[src/inc/i2c_thr_pkg.sv]
// Package with the register map, field layout and carrier types of the block.
package i2c_thr_pkg;

  // ****************************************************************
  // Register map.
  // ****************************************************************
  localparam logic [31:0] RX_THR_ADDR = 32'h5000_1338;
  localparam logic [31:0] TX_THR_ADDR = 32'h5000_133C;
  localparam logic [31:0] CLR_ALL_ADDR = 32'h5000_1340;
  localparam logic [31:0] RECEIVE_UNDERFLOW_CLEAR_BIT_ADDR = 32'h5000_1344;
  localparam logic [31:0] RECEIVE_OVERFLOW_CLEAR_BIT_ADDR = 32'h5000_1348;
  localparam logic [31:0] TRANSMIT_OVERFLOW_CLEAR_BIT_ADDR = 32'h5000_134C;
  localparam logic [31:0] SLAVE_READ_REQUEST_CLEAR_BIT_ADDR = 32'h5000_1350;

  // ****************************************************************
  // Fields, widths and reset values.
  // ****************************************************************
  localparam int THR_W = 5;
  localparam logic [THR_W-1:0] THR_RESET = 5'h00;
  localparam int DATA_W = 32;
  localparam int RAW_W = 6;
  localparam int RX_UNDER_BIT = 0;
  localparam int RX_OVER_BIT = 1;
  localparam int RX_FULL_BIT = 2;
  localparam int TX_OVER_BIT = 3;
  localparam int TX_EMPTY_BIT = 4;
  localparam int RD_REQ_BIT = 5;
  localparam int FIFO_DEPTH_DEF = 32;
  localparam int ABORT_W_DEF = 16;
  localparam logic [DATA_W-1:0] DATA_ZERO = 32'h0000_0000;

  // ****************************************************************
  // Carrier types.
  // ****************************************************************
  typedef struct packed {
    logic sel;
    logic enable;
    logic write;
    logic [31:0] addr;
    logic [DATA_W-1:0] wdata;
  } bus_req_type;

  typedef struct packed {
    logic [DATA_W-1:0] rdata;
    logic ready;
    logic slverr;
  } bus_rsp_type;

  typedef struct packed {
    logic rx_under;
    logic rx_over;
    logic tx_over;
    logic rd_req;
    logic tx_abort;
    logic tx_data_wr;
  } event_type;

  typedef enum logic {
    BUS_IDLE = 1'b0,
    BUS_DONE = 1'b1
  } bus_state_type;

endpackage

[src/core/sticky_flag.sv]
// Sticky event flag whose set wins over a clear in the same cycle.
`timescale 1ns/1ps
module sticky_flag (
  // Clock and reset.
  input wire logic ref_clk,
  input wire logic sys_rst,
  // Set and clear strobes.
  input wire logic set_evt,
  input wire logic clr_evt,
  // Flag state.
  output logic flag_q
);

  logic flag_d;

  always_comb begin
    flag_d = flag_q;
    if (clr_evt) begin
      flag_d = 1'b0;
    end
    if (set_evt) begin
      flag_d = 1'b1;
    end
  end

  always_ff @(posedge ref_clk) begin
    if (sys_rst) begin
      flag_q <= 1'b0;
    end else begin
      flag_q <= flag_d;
    end
  end

endmodule // sticky_flag

[src/core/i2c_fifo_threshold_irq_clear.sv]
// FIFO thresholds, raw interrupt flags and read-to-clear registers.
//
// Notes on behaviour
// - The receive threshold is 5 bits and its flag rises when the receive level reaches the value plus one.
// - A threshold write whose low 5 bits exceed the buffer depth minus one stores the largest value the depth allows.
// - The transmit threshold is 5 bits and raw bit 4 is high while enabled or active with the level at or below it, the buffer depth minus one meaning the depth.
// - The receive threshold flag sits at raw status bit 2.
// - Reading the combined clear register clears raw bits 0, 1, 3 and 5 and the abort reason, not the clock hold, and pulses the others clear output.
// - Reading the combined clear register leaves the hardware-cleared threshold flags alone.
// - Reading the receive underflow clear register clears raw bit 0.
// - Reading the receive overflow clear register clears raw bit 1.
// - Reading the transmit overflow clear register clears raw bit 3.
// - Reading the slave read request clear register clears raw bit 5.
// - The receive threshold flag drops when the level falls below it or the controller is disabled.
// - The transmit threshold flag drops two cycles after the level rises above the threshold.
// - A read request from a remote master holds the clock line low until software supplies data.
`timescale 1ns/1ps
module i2c_fifo_threshold_irq_clear
  import i2c_thr_pkg::*;
#(
  parameter int FIFO_DEPTH = i2c_thr_pkg::FIFO_DEPTH_DEF,
  parameter int ABORT_W = i2c_thr_pkg::ABORT_W_DEF,
  parameter int LVL_W = $clog2(FIFO_DEPTH + 1)
) (
  // Clock and reset.
  input wire logic ref_clk,
  input wire logic sys_rst,
  // Peripheral register bus.
  input wire i2c_thr_pkg::bus_req_type bus_req,
  output i2c_thr_pkg::bus_rsp_type bus_rsp_q,
  // Controller state and events.
  input wire logic ctrl_enable,
  input wire logic ctrl_active,
  input wire logic [LVL_W-1:0] rx_level,
  input wire logic [LVL_W-1:0] tx_level,
  input wire i2c_thr_pkg::event_type events,
  input wire logic [ABORT_W-1:0] abort_cause,
  input wire logic other_irq_raw,
  // Status toward the controller.
  output logic [i2c_thr_pkg::RAW_W-1:0] raw_interrupt_status_q,
  output logic [ABORT_W-1:0] transmit_abort_reason_q,
  output logic combined_irq_q,
  output logic scl_hold_q,
  output logic others_clear_q,
  output logic [i2c_thr_pkg::THR_W-1:0] receive_level_threshold_q,
  output logic [i2c_thr_pkg::THR_W-1:0] transmit_level_threshold_q
);

  // ****************************************************************
  // Parameter checks.
  // ****************************************************************
  if (FIFO_DEPTH < 1 || FIFO_DEPTH > (1 << THR_W)) begin : g_depth_chk
    $error("FIFO_DEPTH must lie between 1 and 32.");
  end
  if (LVL_W < $clog2(FIFO_DEPTH + 1) || LVL_W > 16) begin : g_lvl_chk
    $error("LVL_W cannot hold the FIFO level.");
  end
  if (ABORT_W < 1 || ABORT_W > DATA_W) begin : g_abort_chk
    $error("ABORT_W must lie between 1 and 32.");
  end

  localparam logic [THR_W-1:0] THR_MAX = THR_W'(FIFO_DEPTH - 1);
  localparam logic [LVL_W-1:0] LVL_ONE = LVL_W'(1);
  localparam logic [LVL_W-1:0] LVL_TOP = LVL_W'(FIFO_DEPTH);

  // ****************************************************************
  // Bus decode.
  // ****************************************************************
  bus_state_type state_q;
  bus_state_type state_d;
  logic access;
  logic rd_acc;
  logic wr_acc;
  logic hit_rx_thr;
  logic hit_tx_thr;
  logic hit_all;
  logic hit_rx_under;
  logic hit_rx_over;
  logic hit_tx_over;
  logic hit_rd_req;
  logic mapped;
  logic clr_all;
  logic receive_underflow_clear_bit;
  logic receive_overflow_clear_bit;
  logic transmit_overflow_clear_bit;
  logic slave_read_request_clear_bit;

  always_comb begin
    access = (state_q == BUS_IDLE) && bus_req.sel && bus_req.enable;
    rd_acc = access && !bus_req.write;
    wr_acc = access && bus_req.write;
    hit_rx_thr = (bus_req.addr == RX_THR_ADDR);
    hit_tx_thr = (bus_req.addr == TX_THR_ADDR);
    hit_all = (bus_req.addr == CLR_ALL_ADDR);
    hit_rx_under = (bus_req.addr == RECEIVE_UNDERFLOW_CLEAR_BIT_ADDR);
    hit_rx_over = (bus_req.addr == RECEIVE_OVERFLOW_CLEAR_BIT_ADDR);
    hit_tx_over = (bus_req.addr == TRANSMIT_OVERFLOW_CLEAR_BIT_ADDR);
    hit_rd_req = (bus_req.addr == SLAVE_READ_REQUEST_CLEAR_BIT_ADDR);
    mapped = hit_rx_thr | hit_tx_thr | hit_all | hit_rx_under |
             hit_rx_over | hit_tx_over | hit_rd_req;
    // Only reads clear; writes to these addresses are dropped.
    clr_all = rd_acc && hit_all;
    receive_underflow_clear_bit = rd_acc && (hit_rx_under || hit_all);
    receive_overflow_clear_bit = rd_acc && (hit_rx_over || hit_all);
    transmit_overflow_clear_bit = rd_acc && (hit_tx_over || hit_all);
    slave_read_request_clear_bit = rd_acc && (hit_rd_req || hit_all);
  end

  // ****************************************************************
  // Software flags.
  // ****************************************************************
  logic rx_under_flag;
  logic rx_over_flag;
  logic tx_over_flag;
  logic rd_req_flag;

  sticky_flag u_rx_under (
    .ref_clk(ref_clk),
    .sys_rst(sys_rst),
    .set_evt(events.rx_under),
    .clr_evt(receive_underflow_clear_bit),
    .flag_q(rx_under_flag)
  );

  sticky_flag u_rx_over (
    .ref_clk(ref_clk),
    .sys_rst(sys_rst),
    .set_evt(events.rx_over),
    .clr_evt(receive_overflow_clear_bit),
    .flag_q(rx_over_flag)
  );

  sticky_flag u_tx_over (
    .ref_clk(ref_clk),
    .sys_rst(sys_rst),
    .set_evt(events.tx_over),
    .clr_evt(transmit_overflow_clear_bit),
    .flag_q(tx_over_flag)
  );

  sticky_flag u_rd_req (
    .ref_clk(ref_clk),
    .sys_rst(sys_rst),
    .set_evt(events.rd_req),
    .clr_evt(slave_read_request_clear_bit),
    .flag_q(rd_req_flag)
  );

  // Clock stretch from request until data is written.
  sticky_flag u_scl_hold (
    .ref_clk(ref_clk),
    .sys_rst(sys_rst),
    .set_evt(events.rd_req),
    .clr_evt(events.tx_data_wr),
    .flag_q(scl_hold_q)
  );

  // ****************************************************************
  // Thresholds, status and response.
  // ****************************************************************
  logic [THR_W-1:0] rx_thr_d;
  logic [THR_W-1:0] tx_thr_d;
  logic [THR_W-1:0] wr_thr;
  logic [LVL_W-1:0] rx_need;
  logic [LVL_W-1:0] tx_allow;
  logic rx_full_q;
  logic rx_full_d;
  logic tx_empty_q;
  logic tx_empty_d;
  logic [ABORT_W-1:0] abort_d;
  logic irq_d;
  logic others_clear_d;
  logic [RAW_W-1:0] raw_now;
  bus_rsp_type rsp_d;

  always_comb begin
    // Writes whose low 5 bits exceed the buffer depth minus one are clamped to that value.
    wr_thr = bus_req.wdata[THR_W-1:0];
    if (wr_thr > THR_MAX) begin
      wr_thr = THR_MAX;
    end
    rx_thr_d = receive_level_threshold_q;
    tx_thr_d = transmit_level_threshold_q;
    if (wr_acc && hit_rx_thr) begin
      rx_thr_d = wr_thr;
    end
    if (wr_acc && hit_tx_thr) begin
      tx_thr_d = wr_thr;
    end
    // Value v asks for v plus one entries.
    rx_need = LVL_W'(receive_level_threshold_q) + LVL_ONE;
    // Value v allows v entries, except the top code allows the depth.
    tx_allow = LVL_W'(transmit_level_threshold_q);
    if (transmit_level_threshold_q == THR_MAX) begin
      tx_allow = LVL_TOP;
    end
    // Hardware-owned: dropped below level or on disable.
    rx_full_d = ctrl_enable && (rx_level >= rx_need);
    // Hardware-owned: dropped once above threshold.
    tx_empty_d = (ctrl_enable || ctrl_active) && (tx_level <= tx_allow);
    raw_now = '0;
    raw_now[RX_UNDER_BIT] = rx_under_flag;
    raw_now[RX_OVER_BIT] = rx_over_flag;
    raw_now[RX_FULL_BIT] = rx_full_q;
    raw_now[TX_OVER_BIT] = tx_over_flag;
    raw_now[TX_EMPTY_BIT] = tx_empty_q;
    raw_now[RD_REQ_BIT] = rd_req_flag;
    // Abort reasons collect until a combined clear; new causes win.
    abort_d = transmit_abort_reason_q;
    if (clr_all) begin
      abort_d = '0;
    end
    if (events.tx_abort) begin
      abort_d = abort_d | abort_cause;
    end
    // Threshold flags stay untouched by the combined clear.
    irq_d = (|raw_now) || other_irq_raw;
    others_clear_d = clr_all;
    state_d = BUS_IDLE;
    rsp_d.rdata = DATA_ZERO;
    rsp_d.ready = 1'b0;
    rsp_d.slverr = 1'b0;
    if (access) begin
      state_d = BUS_DONE;
      rsp_d.ready = 1'b1;
      rsp_d.slverr = !mapped;
    end
    if (rd_acc) begin
      // Bit 0 shows the flag as it was before the clear.
      if (hit_rx_thr) begin
        rsp_d.rdata[THR_W-1:0] = receive_level_threshold_q;
      end
      if (hit_tx_thr) begin
        rsp_d.rdata[THR_W-1:0] = transmit_level_threshold_q;
      end
      if (hit_all) begin
        rsp_d.rdata[0] = combined_irq_q;
      end
      if (hit_rx_under) begin
        rsp_d.rdata[0] = rx_under_flag;
      end
      if (hit_rx_over) begin
        rsp_d.rdata[0] = rx_over_flag;
      end
      if (hit_tx_over) begin
        rsp_d.rdata[0] = tx_over_flag;
      end
      if (hit_rd_req) begin
        rsp_d.rdata[0] = rd_req_flag;
      end
    end
  end

  always_ff @(posedge ref_clk) begin
    if (sys_rst) begin
      state_q <= BUS_IDLE;
      receive_level_threshold_q <= THR_RESET;
      transmit_level_threshold_q <= THR_RESET;
      rx_full_q <= 1'b0;
      tx_empty_q <= 1'b0;
      transmit_abort_reason_q <= '0;
      combined_irq_q <= 1'b0;
      others_clear_q <= 1'b0;
      raw_interrupt_status_q <= '0;
      bus_rsp_q <= '0;
    end else begin
      state_q <= state_d;
      receive_level_threshold_q <= rx_thr_d;
      transmit_level_threshold_q <= tx_thr_d;
      rx_full_q <= rx_full_d;
      tx_empty_q <= tx_empty_d;
      transmit_abort_reason_q <= abort_d;
      combined_irq_q <= irq_d;
      others_clear_q <= others_clear_d;
      raw_interrupt_status_q <= raw_now;
      bus_rsp_q <= rsp_d;
    end
  end

endmodule // i2c_fifo_threshold_irq_clear

[config.mk]
export PLATFORM = sky130hd
export DESIGN_NAME = i2c_fifo_threshold_irq_clear
export DESIGN_NICKNAME = d
export VERILOG_FILES = /design/src/inc/i2c_thr_pkg.sv /design/src/core/sticky_flag.sv /design/src/core/i2c_fifo_threshold_irq_clear.sv
export SDC_FILE = /design/constraint.sdc
export NUM_CORES = 1
export LEC_CHECK = 0
export ABC_AREA = 1
export BUFFER_PORTS_ARGS = -buffer_cell sky130_fd_sc_hd__buf_2
export CORE_MARGIN = 10
export CORE_UTILIZATION = 46
export CTS_CLUSTER_SIZE = 40
export DETAILED_ROUTE_END_ITERATION = 8
export PLACE_DENSITY = 0.86
export SLEW_MARGIN = 40
export SYNTH_ARGS = -nofsm -noshare
export SYNTH_HDL_FRONTEND = slang
export SYNTH_SLANG_ARGS = --single-unit
[constraint.sdc]
create_clock -name ref_clk -period 4.7 [get_ports ref_clk]
set_clock_uncertainty 0.2 [all_clocks]
set_input_delay 0 -clock ref_clk [delete_from_list [all_inputs] [get_ports ref_clk]]
set_output_delay 0 -clock ref_clk [all_outputs]
set_load 0.02 [all_outputs]
Word level (Yosys, flattened, before mapping)

Cells that the tools add are included.

Word-level logic and storage cells: 92
Flip-flop bits (word level): 76
Output and inout port bits: 69

Mux-type cells: 23
Add/subtract/negate cells: 1
Reductions and logical operators: 29
Bitwise logic cells: 10
$lt $le $gt $ge: 3
Eq/ne operators: 8

Operator list:

| cell                                            | count |
|---|---|
| == test 32 x 31 -> 1 bit, second input constant | 7 |
| 2-to-1 mux 16 bit                               | 2 |
| 2-to-1 mux 1 bit                                | 16 |
| OR 16 bit                                       | 1 |
| 2-to-1 mux 5 bit                                | 3 |
| logical AND 1 bit                               | 13 |
| nonzero test 2 bit                              | 5 |
| adder 5 x 1 -> 6 bit, second input constant     | 1 |
| greater-or-equal comparator 6 bit               | 1 |
| less-or-equal comparator 6 bit                  | 1 |
| logical OR 1 bit                                | 6 |
| 2-to-1 mux 6 bit                                | 1 |
| OR 1 bit                                        | 6 |
| OR reduction 6 bit                              | 1 |
| == test 5 bit, second input constant            | 1 |
| > comparator 5 bit, second input constant       | 1 |
| OR reduction 2 bit                              | 2 |
| inverter 1 bit                                  | 3 |
| logical NOT 1 bit                               | 2 |
| 2-to-1 mux 2 bit                                | 1 |

Longest topological paths before layout

Gate-level depths: netlist of run 1.

Word-level depth: 9
Depth in mapped cells: 12
Mapped depth without buffers: 12

Hierarchy

Synthesis of run 1 repeated with hierarchy kept, for this count alone.

Cells, all modules: 368
Area total of the unflattened synthesis: 2638.8 um2

Modules (own cells, without submodules):

| module                       | cells an instance | seq. area each (um2) | area an instance (um2) | instances |
|---|---|---|---|---|
| i2c_fifo_threshold_irq_clear | 343               | 860.8                | 2438.6                 | 1 |
| sticky_flag                  | 5                 | 20.0                 | 40.0                   | 5 |

Worst setup path before layout of run 1

No wires, ideal clock.

Path type: register -> register
From: register transmit_level_threshold_q[0] (netlist name)
To: register tx_empty_q
Cell stages (with the launch flop): 12
Setup time: 0.117 ns
Slack: 2.575 ns
Data arrival time: 1.808 ns
Data required time: 4.383 ns
Period minus slack after synthesis: 2.125 ns
Cells stage by stage: dfxtp_1 -> inv_1 -> nor4_1 -> inv_1 -> nor2_1 -> inv_1 -> ha_1 -> nand2_1 -> nor2_1 -> o21ai_0 -> a32oi_1 -> nor2_1

Longest elaborated chain between the ends: 4

RTL lines:

| item                               | line                                | text |
|---|---|---|
| start: declaration                 | i2c_fifo_threshold_irq_clear.sv:46  | `output logic [i2c_thr_pkg::THR_W-1:0] transmit_level_threshold_q` |
| start signal: assignment           | i2c_fifo_threshold_irq_clear.sv:269 | `transmit_level_threshold_q <= tx_thr_d;` |
| == test 5 bit                      | i2c_fifo_threshold_irq_clear.sv:194 | `if (transmit_level_threshold_q == THR_MAX) begin` |
| 2-to-1 mux 6 bit (*)               | i2c_fifo_threshold_irq_clear.sv:194 |  |
| less-or-equal comparator 6 bit (*) | i2c_fifo_threshold_irq_clear.sv:200 | `tx_empty_d = (ctrl_enable \|\| ctrl_active) && (tx_level <= tx_allow);` |
| logical AND 1 bit (*)              | i2c_fifo_threshold_irq_clear.sv:200 |  |
| end signal: assignment             | i2c_fifo_threshold_irq_clear.sv:271 | `tx_empty_q <= tx_empty_d;` |
| end: declaration                   | i2c_fifo_threshold_irq_clear.sv:168 | `logic tx_empty_q;` |

Mark *: on every way between the ends. The rest lies on a longest branch, timed or not.
A chain may end at the register's enable or synchronous reset.

Worst setup path after layout of run 1

From: input port bus_req[34] (netlist name)
To: register others_clear_q

Longest elaborated chain between the ends: 2

RTL lines:

| item                     | line                                | text |
|---|---|---|
| start: declaration       | i2c_fifo_threshold_irq_clear.sv:29  | `input wire i2c_thr_pkg::bus_req_type bus_req,` |
| == test 32 x 31 -> 1 bit | i2c_fifo_threshold_irq_clear.sv:94  | `hit_all = (bus_req.addr == CLR_ALL_ADDR);` |
| logical AND 1 bit        | i2c_fifo_threshold_irq_clear.sv:102 | `clr_all = rd_acc && hit_all;` |
| end signal: assignment   | i2c_fifo_threshold_irq_clear.sv:274 | `others_clear_q <= others_clear_d;` |
| end: declaration         | i2c_fifo_threshold_irq_clear.sv:44  | `output logic others_clear_q,` |

Every way passes these cells.

==> qor.yml, run 1 <==
outcome:
  outcome: "finished, final reports clean"
clock_network:
  clockRootBuffer: "clkbuf_8"
  h-tree-depth: 2
  clock_sinks: 48
  cts_buffers: 5
  cts_tree: "yes"
  clock_latency_ns: 0.29
  path_clk_slew_ns: 0.08
  cts_max_path_buffers: 2
  postCtsResizedCells: 0
  post_cts_buffers: 0
critical_path:
  worst_setup_path_end_kind: "flop"
  arrival_ns: 2.88
  crit_fanout: 3
  worstPathRequired_ns: 4.74
  r2r-start: "transmit_level_threshold_q[0]"
  crit_start: "bus_req[34]"
  crit_type: "in -> reg"
  startpoint_type: "input pin"
timing:
  setup_viol: 0
  grt_setup_unrepaired: "no"
  maxSlewHeadroom_pct: 54.60
  worst_pin_slew_ns: 0.6810
  fmax_mhz: 351.7
  setup_ws_ns: 1.857
  tns_ns: 0
  period_share_pct: 60.49
  fin_crit_ns: 2.843
  finalHoldViolations: 0
  slew_violations: 0
synthesis:
  yosys.area.top_type_share_pct: 34.86
  ys_seq_elements: 48
  ys_async_sr_fraction_pct: 0
  synth_edf_count: 0
  synth.avg_cell_area_um2: 7.331
  yosysMostFrequentCell: "nand2_1"
  ys_warn_count: 0
  synthFlopType: "dfxtp_1"
  synth_area_leaders: "dfxtp_1 (35%), nand2_1 (10%), buf_4 (7.6%), inv_1 (6.4%), nor2_1 (6.3%)"
  synth_commonest_cells: "nand2_1 (74), dfxtp_1 (48), inv_1 (47)"
  synthCells: 376
  yosysUniqueCellTypes: 41
  syn_area_um2: 2756
  synth_top_cell_by_area: "dfxtp_1"
  seq_area_frac_synth_pct: 34.86
route:
  via_per_inst: 4.739
  drc: 0
  wl_met2_mm: 4.672
  ant_nets: 0
  drt-pass1-iter-count: 4
  drt_iter0_drc: 117
  top_layer: "met4"
  routedWlPerCell_um: 13.72
  routed_wirelength_mm: 8.618
  met3_length_um: 597
  drt-met1-wl_mm: 3.284
  vias: 2976
cells_and_area:
  multi_input_area_um2: 1419
  layout-drive-gt1-share_pct: 28.93
  seq_area_um2: 960.9
  antenna_cells: 0
  fillers: 510
  nNetsFinal: 671
  area_delta_synth_final_pct: 43.80
power_and_ir_drop:
  powerDensity_nw_per_um2: 221.2
  ir_drop_v: 0.0001767
  leakagePower_uw: 0.001972
grt:
  antenna_found_initial: 0
  grt_pass1_vias: 2961
  grt_start_max_net_pins: 34
  track_usage_pct: 17.41
  overflow: 0
  grt_pass1_wl_mm: 14.21
floorplan:
  die_y_um: 97.41
  die_area_um2: 9489
  ioPinCount: 175
  core_um2: 5886
  fp.dieW_um: 97.41
  core.rowCount: 28
  initial_core_util_pct: 46.83
hold_path:
  min_from: "bus_req[35]"
  hold_path_class: "in -> reg"
place:
  gp_congestion: 0.9021
  io_buffer_count: 120
  dpl.hpwl_mm: 6.212
  post-place-ws_ns: 2.541
run:
  cap_viol_max_count: 0
## cell usage in the layout, fill, tap and decap left out, drive strengths merged, types with 9 or more instances in the layout
cell type | synthesis | final
buf | 32 | 120
nand2 | 83 | 83
dlygate4sd3 | 0 | 59
nor2 | 54 | 54
inv | 51 | 51
dfxtp | 48 | 48
conb | 1 | 27
a21oi | 25 | 25
nand3 | 21 | 21
ha | 13 | 13
o21ai | 9 | 9
## final timing paths
path	endpoint	slack [ns]	cells after the start
worst max-delay path	others_clear_q	1.86	10
worst min-delay path	bus_rsp_q[0]	0.02	6
worst max register to register	tx_empty_q	1.97	12
worst min register to register	raw_interrupt_status_q[2]	0.24	2
## kinds of logic after synthesis
group | after synthesis | share of synthesized area [%]
AND/OR/NAND/NOR | 174 | 30.19
adder cells (fa/ha/maj) | 13 | 5.901
AO/OA/AOI/OAI | 47 | 10.76
XOR/XNOR | 3 | 0.9534
flip-flops | 48 | 34.86
other | 1 | 0.1360
buffers and inverters | 90 | 17.20
## metal layers
metal / GRT usage [%] / vias up
li1: - / 1493
met1: 18.60 / 1362
met2: 33.16 / 115
met3: 5.050 / 6
met4: 2.685 / 0
met5: 0 / -
## flip-flops by register name (all words and copies together) (netlist names)
register	cells
u_tx_over.flag_q	1
receive_level_threshold_q	5
u_rx_over.flag_q	1
transmit_abort_reason_q	16
rx_full_q	1
tx_empty_q	1
u_scl_hold.flag_q	1
raw_interrupt_status_q	6
combined_irq_q	1
u_rd_req.flag_q	1
others_clear_q	1
transmit_level_threshold_q	5
bus_rsp_q	7
u_rx_under.flag_q	1
## power breakdown
| group | switching [µW] | total, µW | internal, µW | leakage, µW |
|---|---|---|---|---|
| combinational | 103 | 188 | 85.5 | 0.00153 |
| sequential | 9.01 | 433 | 424 | 0.000394 |
| clock | 136 | 255 | 120 | 0.0000445 |
## critical path: stages
cell and delay [ns]:
dlygate4sd3_1 0.53, buf_2 0.15, inv_2 0.07, nand2_1 0.05, dlygate4sd3_1 0.55, nor2_1 0.17
dlygate4sd3_1 0.59, inv_1 0.06, nor3_1 0.16, dlygate4sd3_1 0.56
## layout make-up
class	instances	area share, %
Inverter	54	5.177
Clock inverter	1	0.1894
Tap cell	75	2.367
Clock buffer	7	2.178
Sequential cell	48	24.24
Timing Repair Buffer	179	30.05
Multi-Input combinational cell	264	35.80
## timing repair
item,4_1_cts,5_1_grt
hold endpoints to repair,38,0
endpoints found under the setup margin,0,0
hold buffers,59,0
## through the flow
| step | power, µW | utilization [%] | instances | instance area [µm²] | hold slack [ns] |
|---|---|---|---|---|---|
| after floorplan | 546.7 | - | 402 | 2854 | -0.08726 |
| after global routing | 921.2 | 67.35 | 628 | 3964 | 0.03603 |
| after detailed placement | 587.4 | 55.72 | 561 | 3279 | 0.02417 |
| final | 876.6 | 67.35 | 628 | 3964 | 0.02344 |
| after CTS | 874.8 | 67.35 | 628 | 3964 | 0.01549 |
| after global placement | 583.0 | 55.72 | 561 | 3279 | 0.005001 |
No activity file was read; power rests on OpenSTA's default activity.
==> inputs of run 2 (changes only) <==
--- a/config.mk
+++ b/config.mk
@@ -8,10 +8,10 @@
 export ABC_AREA = 1
 export BUFFER_PORTS_ARGS = -buffer_cell sky130_fd_sc_hd__buf_2
 export CORE_MARGIN = 10
-export CORE_UTILIZATION = 46
+export CORE_UTILIZATION = 43
 export CTS_CLUSTER_SIZE = 40
 export DETAILED_ROUTE_END_ITERATION = 8
-export PLACE_DENSITY = 0.86
+export PLACE_DENSITY = 0.81
 export SLEW_MARGIN = 40
 export SYNTH_ARGS = -nofsm -noshare
 export SYNTH_HDL_FRONTEND = slang
==> constraint.sdc (replaced) <==
create_clock -name ref_clk -period 2.7 [get_ports ref_clk]
set_clock_uncertainty 0.2 [all_clocks]
set_input_delay 0 -clock ref_clk [delete_from_list [all_inputs] [get_ports ref_clk]]
set_output_delay 0 -clock ref_clk [all_outputs]
set_load 0.02 [all_outputs]
==> run 2 against run 1 <==
  * Total power increased by 74%
  * Non-clock buffer count is 7 higher
  * Setup slack worse by 1.8 ns
  * Combinational power grew 79%
  * Sequential power increased by 74%
  * First-iteration DRC count fell by 19%
  * Sequential share of layout area down 0.39 points
  * Global-route usage hardly changed
  * Critical endpoint is now bus_rsp_q[2]
==> qor.yml, run 2 (synthesis results as in run 1) <==
outcome:
  outcome: "finished, final reports clean"
clock_network:
  clock_sinks: 48
  path_clk_slew_ns: 0.08
  cts_tree: "yes"
  clockRootBuffer: "clkbuf_8"
  clock_latency_ns: 0.29
  h-tree-depth: 2
  cts_max_path_buffers: 2
  cts_buffers: 5
timing:
  fmax_mhz: 385.2
  fin_crit_ns: 2.596
  slew_violations: 0
  grt_setup_unrepaired: "no"
  finalHoldViolations: 0
  setup_viol: 0
  tns_ns: 0
  setup_ws_ns: 0.1038
  period_share_pct: 96.16
route:
  drt_iter0_drc: 95
  routedWlPerCell_um: 14.27
  ant_nets: 0
  routed_wirelength_mm: 9.090
  via_per_inst: 4.648
  vias: 2961
  drc: 0
  drt-pass1-iter-count: 4
grt:
  track_usage_pct: 17.43
  grt_pass1_vias: 3145
  antenna_found_initial: 1
  overflow: 0
  grt_start_max_net_pins: 33
  grt_pass1_wl_mm: 14.54
critical_path:
  r2r_slack_ns: 0.20
  reg2reg_depth: 12
  crit_type: "in -> reg"
  worstPathRequired_ns: 2.73
  crit_fanout: 3
  worst_setup_path_end_kind: "flop"
  startpoint_type: "input pin"
  reg2reg_to: "rx_full_q"
  arrival_ns: 2.63
  r2r-start: "receive_level_threshold_q[0]"
place:
  io_buffer_count: 120
  gp_congestion: 0.8994
  post-place-ws_ns: 0.5632
  placed_cell_area_um2: 3289
  dpl.hpwl_mm: 6.475
cells_and_area:
  largest_reg_flops: 16
  final_common_cell: "buf_2"
  stdcell_area_um2: 4039
  largest-register: "transmit_abort_reason_q"
  utilization_pct: 64.34
  layout_common_cells: "buf_2 (120), nand2_1 (74), dlygate4sd3_1 (65)"
  area_delta_synth_final_pct: 46.53
  fillers: 551
  layout-drive-gt1-share_pct: 29.34
  nNetsFinal: 678
  reg_top3: "transmit_abort_reason_q x16, bus_rsp_q x7, raw_interrupt_status_q x6"
power_and_ir_drop:
  seqPwrFrac_pct: 49.4
  p_int_uw: 1099
  powerDensity_nw_per_um2: 377.6
  leakagePower_uw: 0.001996
  total_power_uw: 1525
  p_comb_share_pct: 22.1
  switching_power_uw: 426.7
  switching_share_pct: 27.98
  ir_drop_v: 0.0002554
  clkPwrFrac_pct: 28.4
run:
  cap_viol_max_count: 0
floorplan:
  ioPinCount: 175
  die_area_um2: 10010
  core.rowCount: 29
  initial_core_util_pct: 43.91
  core_um2: 6277
  fp.dieW_um: 100.1
  die_y_um: 100.1
hold_path:
  min_to: "others_clear_q"
  hold_path_class: "in -> reg"
  min_from: "bus_req[37]"
  min_path_cells: 6
[run 2: how the worst max path moves through the flow]
stage                     slack (ns)  depth (start not counted)                           from           end
after CTS                       0.08                         12   receive_level_threshold_q[0]     rx_full_q
after floorplan                 0.58                         11  transmit_level_threshold_q[0]    tx_empty_q
after detailed placement        0.56                         11  transmit_level_threshold_q[0]    tx_empty_q
after global placement          0.58                         11  transmit_level_threshold_q[0]    tx_empty_q
after global routing            0.01                         13                    bus_req[34]  bus_rsp_q[2]
final                           0.10                         13                    bus_req[34]  bus_rsp_q[2]
[run 2: layer usage]
metal,vias up,routed length (µm),share of wire [%],track usage (%)
met2,114,4821,53,33.55
met4,0,303,3.3,6.739
met3,26,675,7.4,5.975
li1,1495,-,-,-
met1,1326,3290,36,16.44
met5,-,0,0,0
[run 2: power by group through the flow]
stage	Clock (µW)	Combinational [µW]	Sequential [µW]
floorplan	0	154	798
global placement	0	249	768
detailed placement	0	256	770
CTS	446	329	753
global route	476	371	758
finish	434	337	754
[run 2: layout make-up]
cell class                      count  area, µm²  share of cell area (%)
Antenna cell                        1      2.502                 0.06196
Clock buffer                        6      82.58                   2.045
Clock inverter                      1      8.758                  0.2169
Inverter                           54      205.2                   5.081
Multi-Input combinational cell    264       1421                   35.19
Sequential cell                    48      963.4                   23.85
Tap cell                           77      96.34                   2.385
Timing Repair Buffer              186       1259                   31.16
[run 2: worst max-delay path: stages]
cell and delay, ns:
dlygate4sd3_1 0.53, buf_2 0.15, inv_2 0.07, nand2_1 0.06, dlygate4sd3_1 0.58, nor2_2 0.13
dlygate4sd3_1 0.57, inv_1 0.05, nor3_1 0.19, nand3_1 0.09, nand4_1 0.10, nand2_1 0.05
inv_1 0.05
[run 2: metrics by stage]
step	std cells	hold slack (ns)
2_1_floorplan	402	-0.08726
3_3_place_gp	564	0.006451
3_5_place_dp	564	0.01690
4_1_cts	636	0.005083
5_1_grt	637	0.04413
6_report	637	0.01995
[run 2: timing repair]
item	CTS	global route
endpoints found under the hold margin	39	0
hold buffers	65	0
endpoints found under the setup margin	0	2
setup buffers	0	0
resized for setup	0	3
==> inputs of run 3 (changes only) <==
--- a/config.mk
+++ b/config.mk
@@ -5,10 +5,10 @@
 export SDC_FILE = /design/constraint.sdc
 export NUM_CORES = 1
 export LEC_CHECK = 0
-export ABC_AREA = 1
+export ABC_AREA = 0
 export BUFFER_PORTS_ARGS = -buffer_cell sky130_fd_sc_hd__buf_2
 export CORE_MARGIN = 10
-export CORE_UTILIZATION = 43
+export CORE_UTILIZATION = 42
 export CTS_CLUSTER_SIZE = 40
 export DETAILED_ROUTE_END_ITERATION = 8
 export PLACE_DENSITY = 0.81
==> run 3 against run 2 <==
  * Clock-buffer cell count is the same
  * Clock power grew 4%
  * Sequential share of layout area increased by 2.8 points
  * Final cell count down 20%
  * Sequential power is essentially flat
  * Global-route usage down 1.0 points
  * Non-clock buffer count decreased by 19
  * Flip-flop and latch count is the same
  * Critical path type unchanged
==> qor.yml, run 3 <==
cells_and_area:
  largest-register: "transmit_abort_reason_q"
  area_delta_synth_final_pct: 40.00
  nNetsFinal: 552
  final_common_cell: "buf_2"
  fillers: 524
  reg_top3: "transmit_abort_reason_q x16, bus_rsp_q x7, raw_interrupt_status_q x6"
  layout-drive-gt1-share_pct: 35.02
  largest_reg_flops: 16
  layout_common_cells: "buf_2 (120), dfxtp_1 (48), dlygate4sd3_1 (44)"
grt:
  grt_start_max_net_pins: 45
  track_usage_pct: 16.41
  grt_pass1_wl_mm: 13.18
  grt_pass1_vias: 2649
  overflow: 0
  antenna_found_initial: 1
timing:
  maxSlewHeadroom_pct: 45.04
  tns_ns: 0
  grt_setup_unrepaired: "no"
  slew_violations: 0
  fmax_mhz: 383.9
  finalHoldViolations: 0
  setup_ws_ns: 0.09499
  setup_viol: 0
  worst_pin_slew_ns: 0.8244
  fin_crit_ns: 2.605
  period_share_pct: 96.48
synthesis:
  synth_edf_count: 0
  synthFlopType: "dfxtp_1"
  synth_compound_area_share_pct: 14.16
  synth-simple-area-share_pct: 22.58
  synth_commonest_cells: "dfxtp_1 (48), nor2_1 (31), buf_4 (28)"
  synth_adder_area_share_pct: 6.326
  synth_area_leaders: "dfxtp_1 (37%), buf_4 (8.2%), ha_1 (6.3%), nor2_1 (4.5%), a22oi_2 (4.4%)"
  ys_async_sr_fraction_pct: 0
  ys_warn_count: 0
  ys_seq_elements: 48
  yosysUniqueCellTypes: 49
  synth_top_family_by_area: "simple AND/OR/NAND/NOR gates"
  synth.avg_cell_area_um2: 9.418
  syn_area_um2: 2571
  synth_top_cell_by_area: "dfxtp_1"
  synthMuxAreaShare_pct: 4.282
  yosysMostFrequentCell: "dfxtp_1"
  synthCells: 273
  synth-xor-area-share_pct: 1.022
  yosys.area.top_type_share_pct: 37.37
  seq_area_frac_synth_pct: 37.37
clock_network:
  post_cts_buffers: 0
  h-tree-depth: 2
  cts_buffers: 5
  clock_sinks: 48
  clock_latency_ns: 0.30
  cts_tree: "yes"
  path_clk_slew_ns: 0.09
  clockRootBuffer: "clkbuf_8"
  cts_max_path_buffers: 2
floorplan:
  ioPinCount: 175
  fp.dieW_um: 98.24
  die_y_um: 98.24
  initial_core_util_pct: 43.43
  core_um2: 5921
  core.rowCount: 28
  die_area_um2: 9651
route:
  routed_wirelength_mm: 8.467
  drt_iter0_drc: 85
  via_per_inst: 4.953
  drc: 0
  vias: 2526
  routedWlPerCell_um: 16.60
  drt-pass1-iter-count: 4
  ant_nets: 0
place:
  post-place-ws_ns: 0.4922
  gp_congestion: 0.8144
  io_buffer_count: 120
  dpl.hpwl_mm: 6.158
power_and_ir_drop:
  powerDensity_nw_per_um2: 419.9
  leakagePower_uw: 0.001646
  ir_drop_v: 0.0002559
run:
  cap_viol_max_count: 0
critical_path:
  crit_type: "in -> reg"
  worst_setup_path_end_kind: "flop"
  crit_fanout: 6
  arrival_ns: 2.60
  worstPathRequired_ns: 2.70
  startpoint_type: "input pin"
outcome:
  outcome: "finished, final reports clean"
hold_path:
  hold_path_class: "in -> reg"
[run 3: cell count changes after synthesis, moves of 8 or more]
cell	before	now
nand2_1	74	7
inv_1	47	9
nor2_1	46	31
a21oi_1	25	11
mux2i_1	0	11
a22oi_2	0	9
nor2b_1	0	8
[run 3: path summary, 6_finish.rpt]
kind,start,to,slack (ns),depth (start not counted)
hold reg to reg,rx_full_q,raw_interrupt_status_q[2],0.27,1
setup reg to reg,bus_rsp_q[1],u_rx_under.flag_q,0.21,6
hold / removal,bus_req[37],u_tx_over.flag_q,0.02,4
setup / recovery,bus_req[39],u_rx_over.flag_q,0.09,7
[run 3: critical path: stages]
cell	delay, ns
dlygate4sd3_1	0.54
buf_2	0.14
or4b_4	0.58
or4_2	0.55
o21ai_1	0.13
a21oi_1	0.07
dlygate4sd3_1	0.59
[run 3: per-layer routing]
metal	up-vias	wire, µm	track usage [%]
met3	12	549	4.228
met1	1181	3242	17.48
met5	-	0	0
met4	0	137	5.402
li1	1237	-	-
met2	96	4537	30.56
[run 3: power breakdown]
group	total, µW	internal [µW]	switching, µW
Sequential	756	738	17.7
Clock	450	210	240
Combinational	306	143	163
[run 3: cell families (layout without fill, tap and decap cells)]
| kind of cell | count (synthesis) | in the layout |
|---|---|---|
| adder cells (fa/ha/maj) | 13 | 13 |
| buffers and inverters | 49 | 184 |
| other | 1 | 28 |
| multiplexers | 11 | 11 |
| AND/OR/NAND/NOR | 102 | 102 |
| XOR/XNOR | 3 | 3 |
| flip-flops | 48 | 48 |
| AO/OA/AOI/OAI | 46 | 46 |
[run 3: area by class of cell]
class	count	area [µm²]	share of cell area, %
multi-input combinational	202	1349	37.47
antenna	1	2.502	0.06952
sequential	48	960.9	26.69
timing repair buffer	167	1064	29.54
inverter	9	33.78	0.9385
clock inverter	2	13.76	0.3823
clock buffer	6	82.58	2.294
tap	75	93.84	2.607
[run 3: through the flow]
step | std cells | hold WS (ns) | utilization, % | instance area (µm²) | total power, µW
3_3_place_gp | 457 | 0.03324 | 51.63 | 3057 | 1014
4_1_cts | 509 | 0.01166 | 60.69 | 3593 | 1519
2_1_floorplan | 299 | -0.07238 | - | 2669 | 953.9
3_5_place_dp | 457 | 0.04986 | 51.63 | 3057 | 1022
5_1_grt | 510 | 0.01070 | 60.80 | 3600 | 1589
6_report | 510 | 0.01610 | 60.80 | 3600 | 1512
[run 3: timing repair]
item / in CTS / in global routing
endpoints found under the setup margin: 0 / 2
gates resized for setup: 0 / 2
hold endpoints to repair: 42 / 0
hold buffers: 44 / 0
